===== config.mk =====
export PLATFORM = sky130hd
export DESIGN_NAME = wakeup_edge_and_flag_clear
export DESIGN_NICKNAME = d
export VERILOG_FILES = /design/src/pkg/wakeup_clear_pkg.sv /design/src/design/wakeup_edge_and_flag_clear.sv
export SDC_FILE = /design/constraint.sdc
export NUM_CORES = 1
export LEC_CHECK = 0
export BUFFER_PORTS_ARGS = -buffer_cell sky130_fd_sc_hd__buf_2
export CORE_UTILIZATION = 38
export CTS_BUF_LIST = sky130_fd_sc_hd__clkbuf_2 sky130_fd_sc_hd__clkbuf_4 sky130_fd_sc_hd__clkbuf_8
export DETAILED_ROUTE_END_ITERATION = 12
export PLACE_DENSITY = 0.78
export SYNTH_ARGS = -nofsm -noshare
export SYNTH_HDL_FRONTEND = slang
export SYNTH_SLANG_ARGS = --single-unit

===== constraint.sdc =====
create_clock -name clk -period 1.64 [get_ports clk]
set_input_delay 0.082 -clock clk [delete_from_list [all_inputs] [get_ports clk]]
set_output_delay 0.082 -clock clk [all_outputs]
set_load 0.05 [all_outputs]

===== src/pkg/wakeup_clear_pkg.sv =====
// Register map, field positions and reset values for the wake-up edge
// selection and request flag clear block.
// Assumes a 32-bit Avalon-MM slave with byte addresses, one register per word.

`default_nettype none

package wakeup_clear_pkg;

    // Byte offsets on the register bus
    localparam logic [7:0] ADDR_MODE = 8'h00;
    localparam logic [7:0] ADDR_EDGE = 8'h04;
    localparam logic [7:0] ADDR_PEND = 8'h08;
    localparam logic [7:0] ADDR_STAT = 8'h0C;
    localparam logic [7:0] ADDR_MASK = 8'h10;
    localparam logic [7:0] ADDR_CLEAR = 8'hF8;

    // Field positions
    localparam int MODE_BIT_SEVEN = 7;
    localparam int EDGE_BIT_SEVEN = 7;
    localparam int STAT_WAKE = 0;
    localparam int STAT_NOMATCH = 1;
    localparam int STAT_W = 2;

    // Reset values
    localparam logic MODE_RST = 1'h0;
    localparam logic EDGE_RST = 1'h0;
    localparam logic [STAT_W-1:0] STAT_RST = 2'h0;
    localparam logic [STAT_W-1:0] MASK_RST = 2'h0;
    localparam logic [31:0] READ_ZERO = 32'h0000_0000;

    // Vector codes of the clearable sources
    localparam logic [7:0] VEC_EXT_ZERO = 8'h0A;
    localparam logic [7:0] VEC_WAKE_SEVEN = 8'h0B;
    localparam logic [7:0] VEC_SRC_TWO = 8'h0C;
    localparam logic [7:0] VEC_SRC_THREE = 8'h0D;

endpackage : wakeup_clear_pkg

`default_nettype wire


===== src/design/wakeup_edge_and_flag_clear.sv =====
// Wake-up input seven edge selection, pending request flags with a
// write-only vector clear register, status/mask interrupt, Avalon-MM slave.
// Assumes one clock, a synchronous active-low reset, and source request
// pulses that come from logic on the same clock.
//
// Contract
// - Mode bit clear: both edges raise request
// - Mode set, edge clear: falling edge only
// - Mode set, edge set: rising edge only
// - Clear write clears source with matching vector
// - Code 0AH clears external request zero
// - Clear register write-only byte at F8H

`timescale 1ns/10ps
`default_nettype none

module wakeup_edge_and_flag_clear #(
    parameter int NUM_SRC = 4,
    parameter int WAKE_SRC = 1,
    parameter logic [NUM_SRC*8-1:0] SRC_VECTORS = {
        wakeup_clear_pkg::VEC_SRC_THREE,
        wakeup_clear_pkg::VEC_SRC_TWO,
        wakeup_clear_pkg::VEC_WAKE_SEVEN,
        wakeup_clear_pkg::VEC_EXT_ZERO
    }
) (
    input wire logic clk,
    input wire logic rst_n,
    input wire logic ce,
    input wire logic [7:0] address,
    input wire logic read,
    input wire logic write,
    input wire logic [31:0] writedata,
    input wire logic [3:0] byteenable,
    output logic [31:0] readdata,
    output logic waitrequest,
    input wire logic wakeInputPinSeven,
    input wire logic [NUM_SRC-1:0] srcRequest,
    output logic [NUM_SRC-1:0] pendingFlags,
    output logic wakeupRequestSeven,
    output logic irq
);

    ////////////////////////////////////////////////////////////////////////////
    // State

    logic [1:0] pinSync_r;
    logic [1:0] pinSync_nxt;
    logic pinPrev_r;
    logic pinPrev_nxt;
    logic wakeMode_r;
    logic wakeMode_nxt;
    logic wakeEdge_r;
    logic wakeEdge_nxt;
    logic [NUM_SRC-1:0] pending_r;
    logic [NUM_SRC-1:0] pending_nxt;
    logic [wakeup_clear_pkg::STAT_W-1:0] status_r;
    logic [wakeup_clear_pkg::STAT_W-1:0] status_nxt;
    logic [wakeup_clear_pkg::STAT_W-1:0] mask_r;
    logic [wakeup_clear_pkg::STAT_W-1:0] mask_nxt;
    logic wakeReq_r;
    logic wakeReq_nxt;
    logic irq_r;
    logic irq_nxt;
    logic waitrequest_r;
    logic waitrequest_nxt;
    logic [31:0] readdata_r;
    logic [31:0] readdata_nxt;

    ////////////////////////////////////////////////////////////////////////////
    // Combinational helpers

    logic pinRise;
    logic pinFall;
    logic wakeEvent;
    logic take;
    logic takeWrite;
    logic takeRead;
    logic clearWrite;
    logic [NUM_SRC-1:0] matchVec;
    logic [NUM_SRC-1:0] setVec;
    logic [wakeup_clear_pkg::STAT_W-1:0] statEvents;

    // Only the second sync stage and the delayed copy feed the detector
    always_comb begin
        pinSync_nxt = {pinSync_r[0], wakeInputPinSeven};
        pinPrev_nxt = pinSync_r[1];
        pinRise = pinSync_r[1] & ~pinPrev_r;
        pinFall = ~pinSync_r[1] & pinPrev_r;
        if (!wakeMode_r) begin
            wakeEvent = pinRise | pinFall;
        end else if (!wakeEdge_r) begin
            wakeEvent = pinFall;
        end else begin
            wakeEvent = pinRise;
        end
    end

    ////////////////////////////////////////////////////////////////////////////
    // Bus slave: one wait cycle, work done at the edge that drops waitrequest

    always_comb begin
        take = (read | write) & waitrequest_r & ce;
        takeWrite = take & write & byteenable[0];
        takeRead = take & read;
        clearWrite = takeWrite && (address == wakeup_clear_pkg::ADDR_CLEAR);
        for (int i = 0; i < NUM_SRC; i++) begin
            matchVec[i] = (SRC_VECTORS[i*8 +: 8] == writedata[7:0]);
        end
        // Handshake flop runs even with ce low so an issued ack never repeats
        waitrequest_nxt = ~take;
        readdata_nxt = readdata_r;
        if (takeRead) begin
            unique case (address)
                wakeup_clear_pkg::ADDR_MODE:
                    readdata_nxt = 32'(wakeMode_r) << wakeup_clear_pkg::MODE_BIT_SEVEN;
                wakeup_clear_pkg::ADDR_EDGE:
                    readdata_nxt = 32'(wakeEdge_r) << wakeup_clear_pkg::EDGE_BIT_SEVEN;
                wakeup_clear_pkg::ADDR_PEND:
                    readdata_nxt = 32'(pending_r);
                wakeup_clear_pkg::ADDR_STAT:
                    readdata_nxt = 32'(status_r);
                wakeup_clear_pkg::ADDR_MASK:
                    readdata_nxt = 32'(mask_r);
                // Write-only clear location and unmapped space read zero
                default:
                    readdata_nxt = wakeup_clear_pkg::READ_ZERO;
            endcase
        end
    end

    ////////////////////////////////////////////////////////////////////////////
    // Control registers, pending flags, status and interrupt

    always_comb begin
        wakeMode_nxt = wakeMode_r;
        wakeEdge_nxt = wakeEdge_r;
        mask_nxt = mask_r;
        if (takeWrite && address == wakeup_clear_pkg::ADDR_MODE) begin
            wakeMode_nxt = writedata[wakeup_clear_pkg::MODE_BIT_SEVEN];
        end
        if (takeWrite && address == wakeup_clear_pkg::ADDR_EDGE) begin
            wakeEdge_nxt = writedata[wakeup_clear_pkg::EDGE_BIT_SEVEN];
        end
        if (takeWrite && address == wakeup_clear_pkg::ADDR_MASK) begin
            mask_nxt = writedata[wakeup_clear_pkg::STAT_W-1:0];
        end
        setVec = srcRequest;
        setVec[WAKE_SRC] = srcRequest[WAKE_SRC] | wakeEvent;
        // A request in the clearing cycle survives: set wins over clear
        pending_nxt = pending_r;
        if (clearWrite) begin
            pending_nxt = pending_r & ~matchVec;
        end
        pending_nxt = pending_nxt | setVec;
        statEvents = '0;
        statEvents[wakeup_clear_pkg::STAT_WAKE] = wakeEvent;
        statEvents[wakeup_clear_pkg::STAT_NOMATCH] = clearWrite & ~(|matchVec);
        status_nxt = status_r;
        if (takeWrite && address == wakeup_clear_pkg::ADDR_STAT) begin
            status_nxt = status_r & ~writedata[wakeup_clear_pkg::STAT_W-1:0];
        end
        status_nxt = status_nxt | statEvents;
        wakeReq_nxt = wakeEvent;
        irq_nxt = |(status_nxt & mask_nxt);
    end

    always_ff @(posedge clk) begin
        if (!rst_n) begin
            waitrequest_r <= 1'h1;
        end else begin
            waitrequest_r <= waitrequest_nxt;
        end
    end

    always_ff @(posedge clk) begin
        if (!rst_n) begin
            // Sync stages reset low: a pin high at release reads as a rising edge
            pinSync_r <= 2'h0;
            pinPrev_r <= 1'h0;
            wakeMode_r <= wakeup_clear_pkg::MODE_RST;
            wakeEdge_r <= wakeup_clear_pkg::EDGE_RST;
            pending_r <= '0;
            status_r <= wakeup_clear_pkg::STAT_RST;
            mask_r <= wakeup_clear_pkg::MASK_RST;
            wakeReq_r <= 1'h0;
            irq_r <= 1'h0;
            readdata_r <= wakeup_clear_pkg::READ_ZERO;
        end else if (ce) begin
            pinSync_r <= pinSync_nxt;
            pinPrev_r <= pinPrev_nxt;
            wakeMode_r <= wakeMode_nxt;
            wakeEdge_r <= wakeEdge_nxt;
            pending_r <= pending_nxt;
            status_r <= status_nxt;
            mask_r <= mask_nxt;
            wakeReq_r <= wakeReq_nxt;
            irq_r <= irq_nxt;
            readdata_r <= readdata_nxt;
        end
    end

    assign readdata = readdata_r;
    assign waitrequest = waitrequest_r;
    assign pendingFlags = pending_r;
    assign wakeupRequestSeven = wakeReq_r;
    assign irq = irq_r;
endmodule : wakeup_edge_and_flag_clear

`default_nettype wire


==> results of run 1 <==
## where the power goes
group	leakage (uW)	internal, uW	switching (uW)
registers	0.000171	523	10.2
logic	0.000566	81.7	246
clock network	0.0000177	90.8	152
## timing repair
item,4_1_cts,5_1_grt
pin swaps,4,3
resized for setup,1,10
hold buffers,1,0
setup buffers,2,0
hold endpoints to repair,1,0
setup endpoints to repair,1,3
## flip-flops by register name, indices dropped and copies added, names as in the netlist
signal / flops
pendingFlags: 4
wakeEdge_r: 1
wakeMode_r: 1
pinSync_r: 2
waitrequest: 1
readdata: 5
irq: 1
mask_r: 2
wakeupRequestSeven: 1
pinPrev_r: 1
status_r: 2
## placed cells by master, fill, tap and decap left out, types with 2 or more instances in the layout
cell | netlist | final
nand3_1 | 6 | 5
mux2i_1 | 11 | 9
a2bb2oi_1 | 4 | 4
nor2_1 | 22 | 21
buf_2 | 1 | 38
conb_1 | 1 | 27
a21oi_1 | 6 | 6
nor3b_2 | 2 | 2
a22oi_1 | 5 | 4
a21o_1 | 3 | 3
clkbuf_4 | 0 | 3
and3_1 | 2 | 2
inv_1 | 3 | 3
buf_4 | 27 | 15
nor3_1 | 2 | 2
nor2b_1 | 2 | 2
ha_1 | 2 | 2
dfxtp_1 | 21 | 19
nand2_1 | 3 | 3
nand4_1 | 2 | 2
a211oi_1 | 3 | 3
or3_1 | 2 | 2
## logic make-up after synthesis
kind of cell,count (synthesis),share of synthesized area
simple gates,51,0.228
buf+inv,35,0.185
compound gates,28,0.153
flops,21,0.322
mux,11,0.0842
fa+ha+maj,2,0.0191
other cells,1,0.00287
xor+xnor,1,0.00670
## how the worst max path moves through the flow
stage                               from                      endpoint  slack (ps)
4_1_cts        pinSync_r[1]$_SDFFE_PN0P_  pendingFlags[1]$_SDFFE_PN0P_         0.6
2_1_floorplan     waitrequest$_SDFF_PN1_              irq$_SDFFE_PN0P_         -30
6_report          waitrequest$_SDFF_PN1_              irq$_SDFFE_PN0P_          60
5_1_grt           waitrequest$_SDFF_PN1_              irq$_SDFFE_PN0P_          -5
3_5_place_dp                  address[1]              irq$_SDFFE_PN0P_        -170
3_3_place_gp                  address[1]              irq$_SDFFE_PN0P_        -110
## cell type report
cell class / instances / area [um^2]
Clock buffer: 3 / 22.5
Clock inverter: 1 / 5.00
Fill cell: 328 / 1520
Inverter: 4 / 15.0
Multi-Input combinational cell: 120 / 783
Sequential cell: 21 / 425
Tap cell: 44 / 55.1
Timing Repair Buffer: 55 / 324
## metrics by stage
step | hold WS [ps] | total power, uW
2_1_floorplan | 180 | 827
3_3_place_gp | 314 | 858
3_5_place_dp | 320 | 859
4_1_cts | 4.55 | 1110
5_1_grt | 11.9 | 1170
6_report | 12.0 | 1100
## critical path: stages, from the launching register on
cell	delay [ps]
dfxtp_4	360
nand4_1	90
buf_6	140
buf_4	140
nor2_4	110
nand3_2	90
a21o_1	200
a221o_1	340
## layer usage
metal	track usage	up-vias
met5	0	-
met2	0.254	50
met3	0.0320	4
li1	-	594
met1	0.231	532
met4	0.0487	0
==> out/metrics.cfg, run 1 <==
[outcome]
run_status=completed

[critical_path]
r2r_slack_ps=60
endpoint_kind=flop
timing.rr.end=irq$_SDFFE_PN0P_
timing.critical_path.arrival_ps=1770
crit_fanout=3
rr_worst_depth=7
worstSetupStartpointType=flop
worst-endpoint-required_ps=1830
regToRegStartpoint=waitrequest$_SDFF_PN1_
timing_worst_setup_path_type=flop to flop

[worst_hold_path]
min_to=pinSync_r[0]$_SDFFE_PN0P_
hold_path.startpoint=wakeInputPinSeven
hold_path_depth=3
hold_path_class=primary input to flop

[floorplan]
die_area_um2=3680
core_area_um2=3150
row_count=20
ioPinCount=93
floorplan.die.width_um=60.7
initial_core_util=0.415
die_h_um=60.7

[timing]
max_clock_freq_ghz=0.635
finalSetupViolations=0
maxSlewViolCount=0
skew_ps=5.43
hold_viol_final=0
rsz0062_at_grt=yes
tmin_final_ps=1580
final.period_utilization=0.960
final_critical_path_setup_slack_ps=64.9
setup_tns_ps=0

[detailed_routing]
drt_iter0_markers=27
route.vias.total=1180
final_antenna_net_count=0
viasPerCell=4.76
drc=0
drt_total_wl_mm=2.83
route.detailed.wl_per_inst_um=11.4
met3_length_um=194
drt_pass1_iterations=4
highest_layer=met4
met1_wire_length_mm=1.36
met2_wirelength_mm=1.26

[place]
place_congestion=0.831
place_ws_ps=-173
dp_hpwl_mm=2.22
postPlaceCellArea_um2=1530
placedCellCount=241
port-buffer-count=38

[clocking]
cts_root_buf=clkbuf_4
clk_path_buf_depth=2
ctsHtreeMaxLevel=1
cts_inserted_buffers=3
clk_lat_worst_skew_ps=300
clock_sinks=21
clk_transition_reported_paths_ps=120
tritoncts=built

[global_route]
antenna_found_initial=0
largest_net_degree_at_the_start_of_global_routing=18
grt_pass1_vias=998
grt_pass1_wl_mm=4.45
grt.overflow.total=0
grt_use_total=0.164

[synthesis]
synth_sequential_area_ratio=0.322
yosysTopAreaCellShare=0.322
netlist.top_cell.by_area=dfxtp_1
cell_types_with_the_largest_area_share_after_synthesis=dfxtp_1 32%, buf_4 16%, mux2i_1 8.4%
netlist_top_cells_count=27 x buf_4, 22 x nor2_1, 21 x dfxtp_1, 11 x mux2i_1
mappedNetlistArea_um2=1310
primary_flip_flop_cell_chosen_by_synthesis_mapping=dfxtp_1
ys_async_sr_fraction=0
yosys_warnings=0
avgSynthCellArea_um2=8.72
post-synth-top-count-cell=buf_4
yosys_register_bits=21
number_of_synthesized_flops_with_an_enable_pin=0
yosys.cell_types.count=40
postSynthCellCount=150

[power_and_ir_drop]
power_density_nw_per_um2=677
leakagePower_uw=0.000755
worst_vdd_rail_ir_drop_uv=409

[cells_and_area]
insertedDiodeCount=0
number_of_nets_in_the_layout=261
layout-drive-gt1-share=0.353
layout-area-overhead-vs-synth_pct=24.7
finalCoreUtilization=0.517
final_cells=248
final_cell_area_um2=1630

[flow_run]
drv_cap=0

Power figures use the tool's default switching activity.
==> inputs of run 2 (changes only) <==
==> constraint.sdc (replaced) <==
create_clock -name clk -period 1.64 [get_ports clk]
set_input_delay 0.328 -clock clk [delete_from_list [all_inputs] [get_ports clk]]
set_output_delay 0.328 -clock clk [all_outputs]
set_load 0.05 [all_outputs]
==> out/metrics.cfg, run 2 (synthesis results as in run 1) <==
[global_route]
grt_use_total=0.172  ; +0.00792
grt_pass1_wl_mm=4.62  ; +3.7%
antenna_found_initial=0  ; unchanged
grt_pass1_vias=1025  ; +2.7%
grt.overflow.total=0  ; unchanged
largest_net_degree_at_the_start_of_global_routing=18  ; unchanged

[critical_path]
endpoint_kind=flop
worstSetupStartpointType=flop
timing_worst_setup_path_type=flop to flop
worst-endpoint-required_ps=1840  ; about the same
r2r_slack_ps=-20  ; -90 ps
crit_fanout=3  ; unchanged
timing.rr.end=irq$_SDFFE_PN0P_
regToRegStartpoint=waitrequest$_SDFF_PN1_
rr_worst_depth=5  ; -2
timing.critical_path.arrival_ps=1860  ; +90 ps

[place]
dp_hpwl_mm=2.30  ; +3.4%
place_ws_ps=-310  ; -137 ps
place_congestion=0.780  ; -6.1%
port-buffer-count=38  ; unchanged
placedCellCount=249  ; +3.3%

[timing]
final_critical_path_setup_slack_ps=-22.7  ; -87.6 ps
rsz0062_at_grt=yes
hold_viol_final=0  ; unchanged
skew_ps=4.07  ; -1.36 ps
maxSlewViolCount=0  ; unchanged
final.period_utilization=1.01  ; +0.0534
tmin_final_ps=1660  ; +87.6 ps
finalSetupViolations=1  ; +1
max_clock_freq_ghz=0.601  ; -5.3%

[clocking]
post_cts_buffers=0  ; -2
tritoncts=built
cts.hold.buffers_added=0  ; -1
clock_sinks=21  ; unchanged
clk_path_buf_depth=2  ; unchanged
cts_inserted_buffers=3  ; unchanged
clk_lat_worst_skew_ps=300  ; about the same
clk_transition_reported_paths_ps=110  ; about the same
ctsHtreeMaxLevel=1  ; unchanged
cts_root_buf=clkbuf_4

[floorplan]
die_area_um2=3680  ; unchanged
core_area_um2=3150  ; unchanged
die_h_um=60.7  ; unchanged
row_count=20  ; unchanged
initial_core_util=0.415  ; unchanged
ioPinCount=93  ; unchanged
floorplan.die.width_um=60.7  ; unchanged

[outcome]
violations=setup timing
run_status=finished with violations

[cells_and_area]
number_of_flip_flops_under_the_largest_register_name=5  ; unchanged
number_of_nets_in_the_layout=266  ; +1.9%
final_common_cell=buf_2
final_cells=253  ; +2.0%
layout-area-overhead-vs-synth_pct=27.5
final_cell_mix=38 x buf_2, 27 x conb_1, 22 x buf_4
insertedDiodeCount=0  ; unchanged
layout-drive-gt1-share=0.364  ; +0.0107
final.fill_count=310  ; -5.5%

[worst_hold_path]
min_to=waitrequest$_SDFF_PN1_
hold_path_depth=2  ; -1
hold_path.startpoint=read
hold_path_class=primary input to flop

[power_and_ir_drop]
worst_vdd_rail_ir_drop_uv=547  ; +34%
leakagePower_uw=0.000790  ; +4.6%
power_density_nw_per_um2=684  ; +1.0%

[flow_run]
drv_cap=0  ; unchanged

[detailed_routing]
viasPerCell=4.65  ; -2.2%
drt_pass1_iterations=4  ; unchanged
route.detailed.wl_per_inst_um=11.5  ; +0.38%
route.vias.total=1177  ; -0.25%
drt_iter0_markers=43  ; +59%
final_antenna_net_count=0  ; unchanged
drt_total_wl_mm=2.90  ; +2.4%
drc=0  ; unchanged

## run 2: final cells by class
cell class | instances | area (um^2) | area share
multi-input combinational | 120 | 787 | 0.472
tap | 44 | 55.1 | 0.0330
sequential | 21 | 424 | 0.255
inverter | 4 | 15.0 | 0.00901
clock buffer | 4 | 30.0 | 0.0180
timing repair buffer | 60 | 355 | 0.213
## run 2: worst max path at each step
stage                                         start          endpoint  slack, ps  cells after the start
after floorplan                          address[1]  irq$_SDFFE_PN0P_       -160                      6
after global placement                   address[5]  irq$_SDFFE_PN0P_       -320                      6
after detailed placement                 address[5]  irq$_SDFFE_PN0P_       -310                      6
after CTS                    waitrequest$_SDFF_PN1_  irq$_SDFFE_PN0P_        -20                      5
after global routing      pinSync_r[1]$_SDFFE_PN0P_  irq$_SDFFE_PN0P_       -110                      6
final                        waitrequest$_SDFF_PN1_  irq$_SDFFE_PN0P_        -20                      5
## run 2: what timing repair did
item / 4_1_cts / 5_1_grt
setup endpoints to repair: 6 / 6
pin swaps: 8 / 0
resized for setup: 4 / 5
gates cloned: 0 / 0
## run 2: worst max-delay path, cell delays in order (launching register included)
cell and delay (ps):
dfxtp_4 360, nand4_1 210, nor4b_4 380, mux2i_1 280
nor3_1 70, a221o_1 270
## run 2: report_power, final
| group | switching [uW] | internal (uW) |
|---|---|---|
| clock | 154 | 111 |
| combinational | 249 | 90.8 |
| sequential | 11.4 | 523 |
## run 2: metal layers
layer | share of wire | track usage | up-vias
li1 | - | - | 603
met1 | 0.45 | 0.224 | 531
met2 | 0.49 | 0.289 | 41
met3 | 0.059 | 0.0469 | 2
met4 | 0.0034 | 0.0325 | 0
met5 | 0 | 0 | -
## run 2: stage by stage
step / utilization / TNS [ps] / area [um^2] / hold slack (ps) / power [uW]
floorplan: - / -219 / 1410 / 426 / 828
global placement: 0.505 / -1580 / 1590 / 468 / 874
detailed placement: 0.505 / -1720 / 1590 / 477 / 878
CTS: 0.521 / -17.8 / 1640 / 240 / 1140
global route: 0.529 / -267 / 1670 / 226 / 1190
finish: 0.529 / -22.7 / 1670 / 246 / 1140
==> inputs of run 3 (changes only) <==
Settings changed: RECOVER_POWER from default to 100.
==> out/metrics.cfg, run 3 (synthesis results as in run 1) <==
[floorplan]
row_count=20  ; unchanged
ioPinCount=93  ; unchanged
floorplan.die.width_um=60.7  ; unchanged
die_area_um2=3680  ; unchanged
initial_core_util=0.415  ; unchanged
die_h_um=60.7  ; unchanged
core_area_um2=3150  ; unchanged

[detailed_routing]
drt_iter0_markers=33  ; -23%
route.vias.total=1187  ; +0.85%
route.detailed.wl_per_inst_um=11.5  ; +0.34%
final_antenna_net_count=0  ; unchanged
drt_pass1_iterations=4  ; unchanged
drc=0  ; unchanged
drt_total_wl_mm=2.91  ; +0.34%
viasPerCell=4.69  ; +0.85%

[cells_and_area]
layout-area-overhead-vs-synth_pct=26.4
final_cell_area_um2=1650  ; -0.83%
final_cells=253  ; unchanged
final_common_cell=conb_1
multiInputGateArea_um2=786  ; -0.16%
insertedDiodeCount=0  ; unchanged
number_of_flip_flops_under_the_largest_register_name=5  ; unchanged
final.fill_count=315  ; +1.6%
layout-drive-gt1-share=0.321  ; -0.0431
finalCoreUtilization=0.524  ; -0.00437
area.sequential_um2=424  ; unchanged
final_cell_mix=27 x conb_1, 26 x buf_2, 21 x nor2_1
number_of_nets_in_the_layout=266  ; unchanged

[power_and_ir_drop]
leakagePower_uw=0.000757  ; -4.2%
finalPower_uw=1140  ; -0.28%
power_density_nw_per_um2=688  ; +0.55%
worst_vdd_rail_ir_drop_uv=546  ; -0.24%

[clocking]
clk_transition_reported_paths_ps=110  ; about the same
clk_path_buf_depth=2  ; unchanged
clock_sinks=21  ; unchanged
clk_lat_worst_skew_ps=300  ; about the same
cts_root_buf=clkbuf_4
cts_inserted_buffers=3  ; unchanged
cts.hold.buffers_added=0  ; unchanged
ctsHtreeMaxLevel=1  ; unchanged
tritoncts=built

[outcome]
violations=setup timing
run_status=finished with violations

[critical_path]
worst-endpoint-required_ps=1840  ; about the same
timing_worst_setup_path_type=flop to flop
crit_fanout=3  ; unchanged
timing.critical_path.arrival_ps=1860  ; about the same
worstSetupStartpointType=flop
endpoint_kind=flop

[place]
dp_hpwl_mm=2.30  ; unchanged
place_congestion=0.780  ; unchanged
placedCellCount=249  ; unchanged
port-buffer-count=38  ; unchanged
postPlaceCellArea_um2=1590  ; unchanged

[timing]
worst_slew_margin_rel=0.605
hold_viol_final=0  ; unchanged
rsz0062_at_grt=yes
final.period_utilization=1.01  ; -0.00228
tmin_final_ps=1660  ; -3.74 ps
timing_worst_slew_pin_value_ps=594
maxSlewViolCount=0  ; unchanged
skew_ps=2.12  ; -1.95 ps
finalSetupViolations=1  ; unchanged
final_critical_path_setup_slack_ps=-19.0  ; +3.74 ps
max_clock_freq_ghz=0.603  ; +0.23%

[flow_run]
drv_cap=0  ; unchanged

[worst_hold_path]
hold_path_class=primary input to flop

[global_route]
grt_pass1_vias=1025  ; unchanged
grt_use_total=0.172  ; unchanged
antenna_found_initial=0  ; unchanged
grt.overflow.total=0  ; unchanged
largest_net_degree_at_the_start_of_global_routing=18  ; unchanged
grt_pass1_wl_mm=4.62  ; unchanged

-- run 3: final cells by class --
| cell class | instances | share of cell area |
|---|---|---|
| inverter | 4 | 0.00908 |
| sequential | 21 | 0.257 |
| timing repair buffer | 60 | 0.207 |
| clock buffer | 4 | 0.0182 |
| tap | 44 | 0.0333 |
| multi-input combinational | 120 | 0.475 |
-- run 3: routing by layer --
metal / GRT usage / part of all wire / vias to the layer above
li1: - / - / 605
met3: 0.0469 / 0.066 / 2
met2: 0.289 / 0.50 / 47
met4: 0.0325 / 0.0034 / 0
met1: 0.224 / 0.43 / 533
met5: 0 / 0 / -
-- run 3: path summary, 6_finish.rpt --
check,from,end,slack [ps],cells after the start
max,waitrequest$_SDFF_PN1_,irq$_SDFFE_PN0P_,-20,5
min,read,waitrequest$_SDFF_PN1_,250,2
max reg2reg,waitrequest$_SDFF_PN1_,irq$_SDFFE_PN0P_,-20,5
min reg2reg,readdata[1]$_SDFFE_PN0P_,readdata[1]$_SDFFE_PN0P_,510,2
-- run 3: timing repair --
action                                  CTS  global route
pin swaps                                 8             0
gates resized for setup                   4             5
endpoints found under the setup margin    6             6
buffers inserted                          0             0
endpoints found under the hold margin     0             0
-- run 3: worst max-delay path, stage by stage (launching register included) --
cell,delay (ps)
dfxtp_4,360
nand4_1,210
nor4b_4,380
mux2i_1,220
nor2_1,80
a221o_1,320
-- run 3: where the power goes --
group	switching (uW)	internal (uW)	total (uW)
logic	249	88.8	338
clock network	153	111	264
registers	11.9	523	535
-- run 3: per-stage QoR --
step / hold slack [ps] / setup slack, ps / setup TNS (ps)
CTS: 240 / -17.8 / -17.8
global placement: 468 / -321 / -1580
floorplan: 426 / -158 / -219
detailed placement: 477 / -310 / -1720
global route: 226 / -114 / -267
finish: 246 / -19.0 / -19.0
